[src/design/line_supervision_pkg.sv]
package line_supervision_pkg;

  // register indices; the bus byte address is four times the index
  localparam logic [7:0] BATTERY_FEED_CONTROL_IDX = 8'h42;
  localparam logic [7:0] AUTO_MANUAL_CONTROL_IDX = 8'h43;
  localparam logic [7:0] DETECT_STATUS_IDX = 8'h44;
  localparam logic [7:0] LOOP_CLOSURE_DEBOUNCE_IDX = 8'h45;
  localparam logic [7:0] RING_TRIP_DEBOUNCE_IDX = 8'h46;
  localparam logic [7:0] LOOP_CURRENT_LIMIT_IDX = 8'h47;

  // battery_feed_control fields
  localparam int OVERHEAD_RANGE_SELECT_POS = 4;
  localparam int BATTERY_MANUAL_SET_POS = 3;
  localparam int CONVERTER_TRACK_POS = 0;
  localparam logic [7:0] BATTERY_FEED_CONTROL_MASK = 8'h19;
  localparam logic [7:0] BATTERY_FEED_CONTROL_RESET = 8'h00;

  // auto_manual_control fields
  localparam int COMMON_MODE_MANUAL_POS = 6;
  localparam int DIFFERENTIAL_MANUAL_POS = 5;
  localparam int SPEEDUP_ENABLE_POS = 4;
  localparam int AUTO_BATTERY_SELECT_POS = 3;
  localparam int AUTO_RING_TRIP_ACTIVE_POS = 2;
  localparam int AUTO_LOOP_CLOSURE_ACTIVE_POS = 1;
  localparam int AUTO_POWER_ALARM_OPEN_POS = 0;
  localparam logic [7:0] AUTO_MANUAL_CONTROL_MASK = 8'h7f;
  localparam logic [7:0] AUTO_MANUAL_CONTROL_RESET = 8'h00;

  // detect_status fields
  localparam int RAW_DETECT_OUTPUT_POS = 2;
  localparam int RING_TRIP_FILTERED_POS = 1;
  localparam int LOOP_CLOSURE_FILTERED_POS = 0;
  localparam logic [7:0] DETECT_STATUS_RESET = 8'h00;

  // debounce intervals and current limit
  localparam int DEBOUNCE_TIME_WIDTH = 7;
  localparam logic [6:0] LOOP_CLOSURE_DEBOUNCE_RESET = 7'h0a;
  localparam logic [6:0] RING_TRIP_DEBOUNCE_RESET = 7'h0a;
  localparam int LOOP_CURRENT_CODE_WIDTH = 3;
  localparam logic [2:0] LOOP_CURRENT_LIMIT_RESET = 3'h0;

  // analog scale figures reported to the feed circuits
  localparam logic [5:0] LOOP_CURRENT_BASE_MA = 6'h14;
  localparam logic [5:0] LOOP_CURRENT_STEP_MA = 6'h03;
  localparam logic [7:0] OVERHEAD_NARROW_MAX_DV = 8'h5a;
  localparam logic [7:0] OVERHEAD_WIDE_MAX_DV = 8'h87;

  // linefeed state codes
  localparam logic [2:0] LINEFEED_OPEN = 3'h0;
  localparam logic [2:0] LINEFEED_FORWARD_ACTIVE = 3'h1;
  localparam logic [2:0] LINEFEED_RINGING = 3'h4;

  // timing: one debounce step is 1.25 ms
  localparam int CLOCK_PERIOD_NS = 10;
  localparam int DEBOUNCE_STEP_NS = 1250000;
  localparam int DEBOUNCE_STEP_CYCLES = DEBOUNCE_STEP_NS / CLOCK_PERIOD_NS;
  localparam int DEBOUNCE_COUNT_WIDTH = 24;

  function automatic logic [23:0] debounce_cycles(input logic [6:0] code, input int step_cycles);
    int product;
    product = int'(code) * step_cycles;
    return product[23:0];
  endfunction

endpackage

[src/design/line_supervision_control.sv]
`timescale 1ns/100ps
// Function
// RULE_01 - overhead bit widens range to 13.5 V
// RULE_02 - manual battery bit follows high battery
// RULE_03 - tracking bit: floor at low or track ring
// RULE_04 - common-mode manual forces programmed common mode
// RULE_05 - differential manual forces on-hook voltage
// RULE_06 - speed-up bit enables automatic speed-up
// RULE_07 - auto battery picks low battery off-hook
// RULE_08 - auto ring trip moves line active
// RULE_09 - auto loop closure moves line active
// RULE_10 - auto power alarm opens the line
// RULE_11 - raw bit low while threshold exceeded
// RULE_12 - ring trip filtered bit after debounce
// RULE_13 - loop closure filtered bit; status resets zero
// RULE_14 - filtered change only after steady interval
// RULE_15 - loop closure interval 1.25 ms steps
// RULE_16 - ring trip interval 1.25 ms, reset 0x0a
// RULE_17 - current code 20 mA plus 3 mA steps
// RULE_18 - automatic targets: open 000, forward 001
// RULE_19 - reserved bits ignore writes, read zero
// RULE_20 - status reads have no side effect
module line_supervision_control #(
  parameter int ADDR_WIDTH = 12,
  parameter int STEP_CYCLES = line_supervision_pkg::DEBOUNCE_STEP_CYCLES
) (
  input wire logic pclk,
  input wire logic presetn,
  input wire logic psel,
  input wire logic penable,
  input wire logic pwrite,
  input wire logic [ADDR_WIDTH-1:0] paddr,
  input wire logic [31:0] pwdata,
  input wire logic [3:0] pstrb,
  output logic [31:0] prdata,
  output logic pready,
  output logic pslverr,
  input wire logic raw_detect_n,
  input wire logic [2:0] linefeed_state_code,
  input wire logic power_alarm,
  output logic overhead_range_select,
  output logic [7:0] overhead_max_dv,
  output logic battery_manual_set,
  output logic battery_track_ring,
  output logic common_mode_manual,
  output logic differential_manual,
  output logic speedup_enable,
  output logic battery_low_select,
  output logic ring_trip_filtered,
  output logic loop_closure_filtered,
  output logic [6:0] loop_closure_debounce_time,
  output logic [6:0] ring_trip_debounce_time,
  output logic [2:0] loop_current_code,
  output logic [5:0] loop_current_ma,
  output logic linefeed_req,
  output logic [2:0] linefeed_req_code
);

  logic [7:0] battery_feed_control_r;
  logic [7:0] auto_manual_control_r;
  logic [6:0] loop_closure_debounce_r;
  logic [6:0] ring_trip_debounce_r;
  logic [2:0] loop_current_limit_r;
  logic raw_detect_r;
  logic [7:0] detect_status;
  logic [7:0] reg_index;
  logic addr_ok;
  logic wr_en;
  logic rd_setup;
  logic [7:0] rd_value;
  logic ringing;
  logic detected;

  function automatic logic [7:0] byte_index(input logic [ADDR_WIDTH-1:0] addr);
    logic [ADDR_WIDTH-1:0] idx;
    idx = addr >> 2;
    return idx[7:0];
  endfunction

  assign reg_index = byte_index(paddr);
  assign addr_ok = (paddr[1:0] == 2'b00) && (paddr[ADDR_WIDTH-1:10] == '0)
    && (reg_index >= line_supervision_pkg::BATTERY_FEED_CONTROL_IDX)
    && (reg_index <= line_supervision_pkg::LOOP_CURRENT_LIMIT_IDX);
  assign wr_en = psel && penable && pwrite && addr_ok && pstrb[0];
  assign rd_setup = psel && !penable && !pwrite;

  // zero wait states; unmapped or misaligned addresses answer with an error
  assign pready = 1'b1;
  assign pslverr = psel && penable && !addr_ok;

  // writable registers; reserved bits are masked off
  always_ff @(posedge pclk or negedge presetn)
  begin
    if (!presetn)
    begin
      battery_feed_control_r <= line_supervision_pkg::BATTERY_FEED_CONTROL_RESET;
      auto_manual_control_r <= line_supervision_pkg::AUTO_MANUAL_CONTROL_RESET;
      loop_closure_debounce_r <= line_supervision_pkg::LOOP_CLOSURE_DEBOUNCE_RESET; // RULE_15
      ring_trip_debounce_r <= line_supervision_pkg::RING_TRIP_DEBOUNCE_RESET; // RULE_16
      loop_current_limit_r <= line_supervision_pkg::LOOP_CURRENT_LIMIT_RESET;
    end
    else if (wr_en)
    begin
      unique case (reg_index)
        line_supervision_pkg::BATTERY_FEED_CONTROL_IDX:
          battery_feed_control_r <= pwdata[7:0] & line_supervision_pkg::BATTERY_FEED_CONTROL_MASK; // RULE_19
        line_supervision_pkg::AUTO_MANUAL_CONTROL_IDX:
          auto_manual_control_r <= pwdata[7:0] & line_supervision_pkg::AUTO_MANUAL_CONTROL_MASK; // RULE_19
        line_supervision_pkg::LOOP_CLOSURE_DEBOUNCE_IDX:
          loop_closure_debounce_r <= pwdata[6:0]; // RULE_15
        line_supervision_pkg::RING_TRIP_DEBOUNCE_IDX:
          ring_trip_debounce_r <= pwdata[6:0]; // RULE_16
        line_supervision_pkg::LOOP_CURRENT_LIMIT_IDX:
          loop_current_limit_r <= pwdata[2:0]; // RULE_17
        default:
        begin
        end
      endcase
    end
  end

  // raw comparator image, low while a threshold is exceeded
  always_ff @(posedge pclk or negedge presetn)
  begin
    if (!presetn)
    begin
      raw_detect_r <= 1'b0; // RULE_13
    end
    else
    begin
      raw_detect_r <= raw_detect_n; // RULE_11
    end
  end

  // the comparator serves ring trip while ringing and loop closure otherwise
  assign ringing = (linefeed_state_code == line_supervision_pkg::LINEFEED_RINGING);
  assign detected = ~raw_detect_n;

  detect_debounce #(
    .STEP_CYCLES(STEP_CYCLES)
  ) ring_trip_filter (
    .pclk(pclk),
    .presetn(presetn),
    .detect_raw(detected & ringing),
    .interval_code(ring_trip_debounce_r),
    .detect_filtered(ring_trip_filtered) // RULE_12
  );

  detect_debounce #(
    .STEP_CYCLES(STEP_CYCLES)
  ) loop_closure_filter (
    .pclk(pclk),
    .presetn(presetn),
    .detect_raw(detected & ~ringing),
    .interval_code(loop_closure_debounce_r),
    .detect_filtered(loop_closure_filtered) // RULE_13
  );

  auto_linefeed auto_state (
    .pclk(pclk),
    .presetn(presetn),
    .ring_trip_filtered(ring_trip_filtered),
    .loop_closure_filtered(loop_closure_filtered),
    .power_alarm(power_alarm),
    .auto_ring_trip_active(auto_manual_control_r[line_supervision_pkg::AUTO_RING_TRIP_ACTIVE_POS]),
    .auto_loop_closure_active(auto_manual_control_r[line_supervision_pkg::AUTO_LOOP_CLOSURE_ACTIVE_POS]),
    .auto_power_alarm_open(auto_manual_control_r[line_supervision_pkg::AUTO_POWER_ALARM_OPEN_POS]),
    .linefeed_req(linefeed_req),
    .linefeed_req_code(linefeed_req_code)
  );

  always_comb
  begin
    detect_status = line_supervision_pkg::DETECT_STATUS_RESET;
    detect_status[line_supervision_pkg::RAW_DETECT_OUTPUT_POS] = raw_detect_r; // RULE_11
    detect_status[line_supervision_pkg::RING_TRIP_FILTERED_POS] = ring_trip_filtered; // RULE_12
    detect_status[line_supervision_pkg::LOOP_CLOSURE_FILTERED_POS] = loop_closure_filtered; // RULE_13
  end

  always_comb
  begin
    rd_value = 8'h00;
    unique case (reg_index)
      line_supervision_pkg::BATTERY_FEED_CONTROL_IDX: rd_value = battery_feed_control_r;
      line_supervision_pkg::AUTO_MANUAL_CONTROL_IDX: rd_value = auto_manual_control_r;
      line_supervision_pkg::DETECT_STATUS_IDX: rd_value = detect_status;
      line_supervision_pkg::LOOP_CLOSURE_DEBOUNCE_IDX: rd_value = {1'b0, loop_closure_debounce_r}; // RULE_19
      line_supervision_pkg::RING_TRIP_DEBOUNCE_IDX: rd_value = {1'b0, ring_trip_debounce_r}; // RULE_19
      line_supervision_pkg::LOOP_CURRENT_LIMIT_IDX: rd_value = {5'h00, loop_current_limit_r}; // RULE_19
      default: rd_value = 8'h00;
    endcase
  end

  // read data is captured in the setup cycle; reading changes no state
  always_ff @(posedge pclk or negedge presetn)
  begin
    if (!presetn)
    begin
      prdata <= 32'h00000000;
    end
    else if (rd_setup)
    begin
      prdata <= addr_ok ? {24'h000000, rd_value} : 32'h00000000; // RULE_20
    end
  end

  assign overhead_range_select = battery_feed_control_r[line_supervision_pkg::OVERHEAD_RANGE_SELECT_POS];
  assign overhead_max_dv = overhead_range_select ? line_supervision_pkg::OVERHEAD_WIDE_MAX_DV
    : line_supervision_pkg::OVERHEAD_NARROW_MAX_DV; // RULE_01
  assign battery_manual_set = battery_feed_control_r[line_supervision_pkg::BATTERY_MANUAL_SET_POS]; // RULE_02
  assign battery_track_ring = battery_feed_control_r[line_supervision_pkg::CONVERTER_TRACK_POS]; // RULE_03
  assign common_mode_manual = auto_manual_control_r[line_supervision_pkg::COMMON_MODE_MANUAL_POS]; // RULE_04
  assign differential_manual = auto_manual_control_r[line_supervision_pkg::DIFFERENTIAL_MANUAL_POS]; // RULE_05
  assign speedup_enable = auto_manual_control_r[line_supervision_pkg::SPEEDUP_ENABLE_POS]; // RULE_06
  assign battery_low_select = auto_manual_control_r[line_supervision_pkg::AUTO_BATTERY_SELECT_POS]
    & (ring_trip_filtered | loop_closure_filtered); // RULE_07
  assign loop_closure_debounce_time = loop_closure_debounce_r;
  assign ring_trip_debounce_time = ring_trip_debounce_r;
  assign loop_current_code = loop_current_limit_r;
  assign loop_current_ma = line_supervision_pkg::LOOP_CURRENT_BASE_MA
    + 6'(loop_current_limit_r) * line_supervision_pkg::LOOP_CURRENT_STEP_MA; // RULE_17

endmodule

[src/design/detect_debounce.sv]
`timescale 1ns/100ps
module detect_debounce #(
  parameter int STEP_CYCLES = line_supervision_pkg::DEBOUNCE_STEP_CYCLES
) (
  input wire logic pclk,
  input wire logic presetn,
  input wire logic detect_raw,
  input wire logic [6:0] interval_code,
  output logic detect_filtered
);

  logic [23:0] steady_cnt_r;
  logic [23:0] limit;

  assign limit = line_supervision_pkg::debounce_cycles(interval_code, STEP_CYCLES);

  // filtered value follows raw only after raw differs for the whole interval
  always_ff @(posedge pclk or negedge presetn)
  begin
    if (!presetn)
    begin
      steady_cnt_r <= 24'h000000;
      detect_filtered <= 1'b0;
    end
    else if (detect_raw == detect_filtered)
    begin
      steady_cnt_r <= 24'h000000;
    end
    else if (steady_cnt_r >= limit)
    begin
      detect_filtered <= detect_raw; // RULE_14
      steady_cnt_r <= 24'h000000;
    end
    else
    begin
      steady_cnt_r <= steady_cnt_r + 24'h000001;
    end
  end

endmodule

[src/design/auto_linefeed.sv]
`timescale 1ns/100ps
module auto_linefeed (
  input wire logic pclk,
  input wire logic presetn,
  input wire logic ring_trip_filtered,
  input wire logic loop_closure_filtered,
  input wire logic power_alarm,
  input wire logic auto_ring_trip_active,
  input wire logic auto_loop_closure_active,
  input wire logic auto_power_alarm_open,
  output logic linefeed_req,
  output logic [2:0] linefeed_req_code
);

  logic rt_prev_r;
  logic lc_prev_r;
  logic pa_prev_r;
  logic rt_rise;
  logic lc_rise;
  logic pa_rise;

  assign rt_rise = ring_trip_filtered & ~rt_prev_r;
  assign lc_rise = loop_closure_filtered & ~lc_prev_r;
  assign pa_rise = power_alarm & ~pa_prev_r;

  always_ff @(posedge pclk or negedge presetn)
  begin
    if (!presetn)
    begin
      rt_prev_r <= 1'b0;
      lc_prev_r <= 1'b0;
      pa_prev_r <= 1'b0;
    end
    else
    begin
      rt_prev_r <= ring_trip_filtered;
      lc_prev_r <= loop_closure_filtered;
      pa_prev_r <= power_alarm;
    end
  end

  // a power alarm wins over an off-hook event in the same cycle
  always_ff @(posedge pclk or negedge presetn)
  begin
    if (!presetn)
    begin
      linefeed_req <= 1'b0;
      linefeed_req_code <= line_supervision_pkg::LINEFEED_OPEN;
    end
    else if (pa_rise && auto_power_alarm_open)
    begin
      linefeed_req <= 1'b1; // RULE_10
      linefeed_req_code <= line_supervision_pkg::LINEFEED_OPEN; // RULE_18
    end
    else if ((rt_rise && auto_ring_trip_active) || (lc_rise && auto_loop_closure_active))
    begin
      linefeed_req <= 1'b1; // RULE_08 RULE_09
      linefeed_req_code <= line_supervision_pkg::LINEFEED_FORWARD_ACTIVE; // RULE_18
    end
    else
    begin
      linefeed_req <= 1'b0;
    end
  end

endmodule

[config.mk]
export PLATFORM = sky130hd
export DESIGN_NAME = line_supervision_control
export DESIGN_NICKNAME = d
export VERILOG_FILES = /design/src/design/line_supervision_pkg.sv /design/src/design/line_supervision_control.sv /design/src/design/detect_debounce.sv /design/src/design/auto_linefeed.sv
export SDC_FILE = /design/constraint.sdc
export NUM_CORES = 1
export LEC_CHECK = 0
export ABC_CLOCK_PERIOD_IN_PS = 6900
export BUFFER_PORTS_ARGS = -buffer_cell sky130_fd_sc_hd__buf_2
export CORE_MARGIN = 1.5
export CORE_UTILIZATION = 58
export CTS_CLUSTER_DIAMETER = 200
export DETAILED_ROUTE_END_ITERATION = 8
export GPL_ROUTABILITY_DRIVEN = 1
export HOLD_SLACK_MARGIN = 0.1
export MAX_ROUTING_LAYER = met4
export PLACE_DENSITY = 0.85
export SETUP_SLACK_MARGIN = 0.05
export SLEW_MARGIN = 25
export SYNTH_ARGS = -nofsm -noshare
export SYNTH_HDL_FRONTEND = slang
export SYNTH_SLANG_ARGS = --single-unit
[constraint.sdc]
create_clock -name pclk -period 6.9 [get_ports pclk]
set_clock_uncertainty 0.2 [all_clocks]
set_input_delay 1.38 -clock pclk [delete_from_list [all_inputs] [get_ports pclk]]
set_output_delay 1.38 -clock pclk [all_outputs]
set_load 0.01 [all_outputs]
==> impl_metrics.py <==
metrics = {
    "cells_and_area": {
        "finalInstanceArea_um2": 8990,
        "diodes": 0,
        "nets": 1154,
        "layout_common_cells": "ha_1, dfrtp_1, inv_1",
        "drive_gt1_share_pct": 15.1,
        "post-route-util_pct": 64.7,
        "final_common_cell": "ha_1",
        "area_delta_synth_final_pct": 8.57,
        "nFillCells": 1064,
    },
    "power_and_ir_drop": {
        "ir_drop_mv": 0.0951,
        "p_seq_share_pct": 49.3,
        "power_uw": 1080,
        "power_frac_comb_pct": 4.3,
        "p_per_area_nw_per_um2": 120,
        "pwr-share-clk_pct": 46.4,
        "p_leak_uw": 0.00474,
        "intPower_uw": 800,
        "p_sw_uw": 277,
        "p_sw_share_pct": 25.7,
    },
    "global_routing": {
        "grt_max_degree": 71,
        "antenna_found_initial": 0,
        "first_global_vias": 5951,
        "gr-usage-all-layers_pct": 24.0,
        "grt_pass1_wl_mm": 27.5,
        "overflow": 0,
    },
    "sta": {
        "min_period_over_period_pct": 91.5,
        "worst_pin_slew_ps": 883,
        "setup_tns_ps": 0,
        "finalSetupViolCount": 0,
        "fin_crit_ps": 6310,
        "slew_violations": 0,
        "fmax_mhz": 158,
        "grt_setup_unrepaired": "false",
        "setup_slack_ps": 588,
        "slew_headroom_pct": 41.1,
        "hold_viol_final": 0,
    },
    "worst_setup_path": {
        "worst-path-max-fanout": 24,
        "crit_chain": "fa_1 -> ha_1 -> inv_1 -> fa_1 -> inv_1 -> fa_1 -> ha_1 -> and3_1 -> a211oi_1 -> o21ai_0 -> a21oi_1 -> xor2_1 -> ha_1 -> nand4_1 -> nor2_1 -> o31a_1 -> a2111oi_0 -> nand4_1 -> buf_4 -> nor2_1",
        "path_depth": 20,
        "critPathTopFamily": "adder cells",
        "ff2ff_path_depth": 20,
        "max_stage_delay_ps": 690,
        "slowest_stage": "dfstp_2",
        "crit_type": "reg -> reg",
        "endpoint_kind": "register",
        "crit_arrival_ps": 6390,
        "crit_buf_inv": 3,
        "required_ps": 6980,
        "start_kind": "register",
    },
    "logic_synthesis": {
        "synth_cell_types": 61,
        "ys_seq_area_share_pct": 27.3,
        "synth_seq_cells": 90,
        "syn_avg_cell_area_um2": 9.71,
        "netlist_area_um2": 8280,
        "synthArstFlopShare_pct": 100,
        "netlist_instances": 852,
        "synth_warnings": 0,
        "synth-edff-count": 0,
        "synthFlopType": "dfrtp_1",
    },
    "run": {
        "cap_violations": 0,
    },
    "clock_network": {
        "cts_tree": "yes",
        "insertion_delay_ps": 360,
        "cts_made_buffers": 9,
        "cts-root-buf": "clkbuf_16",
        "cts_resized": 0,
        "h-tree-depth": 3,
        "clk_path_buf_depth": 2,
        "post_cts_buffers": 0,
        "cts.clk_slew.worst_paths_ps": 80,
        "holdBufCountCts": 0,
        "clock-sinks": 90,
    },
    "place": {
        "port_buffers": 77,
        "place_hpwl_mm": 13.2,
        "post_dp_cell_area_um2": 8680,
        "pre_cts_ws_ps": 639,
        "finalWeightedCongestion": 0.832,
    },
    "floorplan": {
        "die_h_um": 122,
        "fp-row-count": 43,
        "start_util_pct": 59.6,
        "ios": 136,
        "core_area_um2": 13900,
        "die-area_um2": 15000,
        "fp.dieW_um": 122,
    },
    "drt": {
        "vias": 6203,
        "drt_pre_antenna_iters": 5,
        "wl_mm": 16.7,
        "routed_via_density": 5.59,
        "dr.first_iter.drc_count": 384,
        "ant_nets": 0,
        "drc": 0,
        "routedWlPerCell_um": 15.0,
    },
    "outcome": {
        "status": "finished, final reports clean",
    },
    "hold_path": {
        "worstHoldPathType": "reg -> reg",
        "min_path_cells": 2,
    },
}
## logic make-up (layout without fill, tap and decap cells)
family                     count (synthesis)  in the layout  synth area share, %
DFF                                       90             90                 27.3
and+or+nand+nor                          235            235                 14.3
AOI/OAI and AO/OA                        112            112                 8.69
adders and majority gates                172            172                 28.3
xor gates and xnor gates                  78             78                 8.25
muxes                                     37             37                 5.37
other                                      2             30               0.0907
buffers and inverters                    126            175                 7.71
## Yosys cell counts (14+ instances only)
library cell  number  area share, %
nand4_1           18            1.4
o21ai_0           20            1.2
nand2_1           43            2.0
nor2_1            73            3.3
dfrtp_1           86             26
fa_1              25            6.0
buf_4             37            3.4
a21oi_1           35            2.1
mux2_2            29            3.9
nor2b_1           14            1.1
xnor2_1           35            3.7
inv_1             78            3.5
nand3_1           34            2.1
ha_1             147             22
xor2_1            43            4.6
## flip-flops by register name (all words and copies together) (netlist names)
register and cells:
battery_feed_control_r 3, auto_state.pa_prev_r 1, loop_closure_filter.detect_filtered 1, loop_closure_debounce_time 7
raw_detect_r 1, ring_trip_filter.steady_cnt_r 24, auto_state.lc_prev_r 1, loop_current_code 3
loop_closure_filter.steady_cnt_r 24, ring_trip_filter.detect_filtered 1, auto_state.rt_prev_r 1, prdata 7
auto_state.linefeed_req 1, auto_state.linefeed_req_code 1, auto_manual_control_r 7, ring_trip_debounce_time 7
## metrics by stage
step                hold slack [ps]  cells
floorplan                       263    880
global placement                258   1093
detailed placement              266   1093
CTS                             282   1109
global route                    306   1109
finish                          278   1109
## worst reg2reg max path, cell delays in order, from the launching register on
cell and delay (ps):
dfstp_2 690, fa_1 500, ha_1 310, inv_1 70, fa_1 530, inv_1 60
fa_1 480, ha_1 400, and3_1 250, a211oi_1 400, o21ai_0 150, a21oi_1 200
xor2_1 180, ha_1 260, nand4_1 140, nor2_1 70, o31a_1 100, a2111oi_0 680
nand4_1 170, buf_4 270, nor2_1 140
## final cells by class
class	count	area [µm²]	area share (%)
timing repair buffer	81	418	4.65
clock inverter	7	81.3	0.905
multi-input combinational	664	5490	61.1
tap	180	225	2.51
inverter	78	293	3.26
clock buffer	9	225	2.51
sequential	90	2260	25.1
## power groups by stage
stage | combinational [µW] | clock, µW | sequential, µW
after floorplan | 32.4 | 0 | 541
after global placement | 46.1 | 0 | 541
after detailed placement | 46.7 | 0 | 541
after CTS | 46.8 | 507 | 531
after global routing | 52.8 | 533 | 531
final | 46.3 | 500 | 531
## final timing paths
check	start	end	slack [ps]
min in group asynchronous	presetn	ring_trip_filter.steady_cnt_r[2]	700
min reg2reg	prdata[6]	prdata[6]	280
max in group asynchronous	presetn	ring_trip_debounce_time[5]	4640
max	loop_closure_debounce_time[3]	loop_closure_filter.steady_cnt_r[15]	590
max reg2reg	loop_closure_debounce_time[3]	loop_closure_filter.steady_cnt_r[15]	590
min	prdata[6]	prdata[6]	280
## routing by layer
| metal | GRT usage [%] | wire length (µm) | vias up |
|---|---|---|---|
| met4 | 8.79 | 412 | 0 |
| li1 | - | - | 3055 |
| met2 | 38.8 | 7930 | 175 |
| met5 | - | 0 | - |
| met3 | 3.67 | 685 | 41 |
| met1 | 30.8 | 7640 | 2932 |
Note: power is estimated with default switching activity, not from simulation.
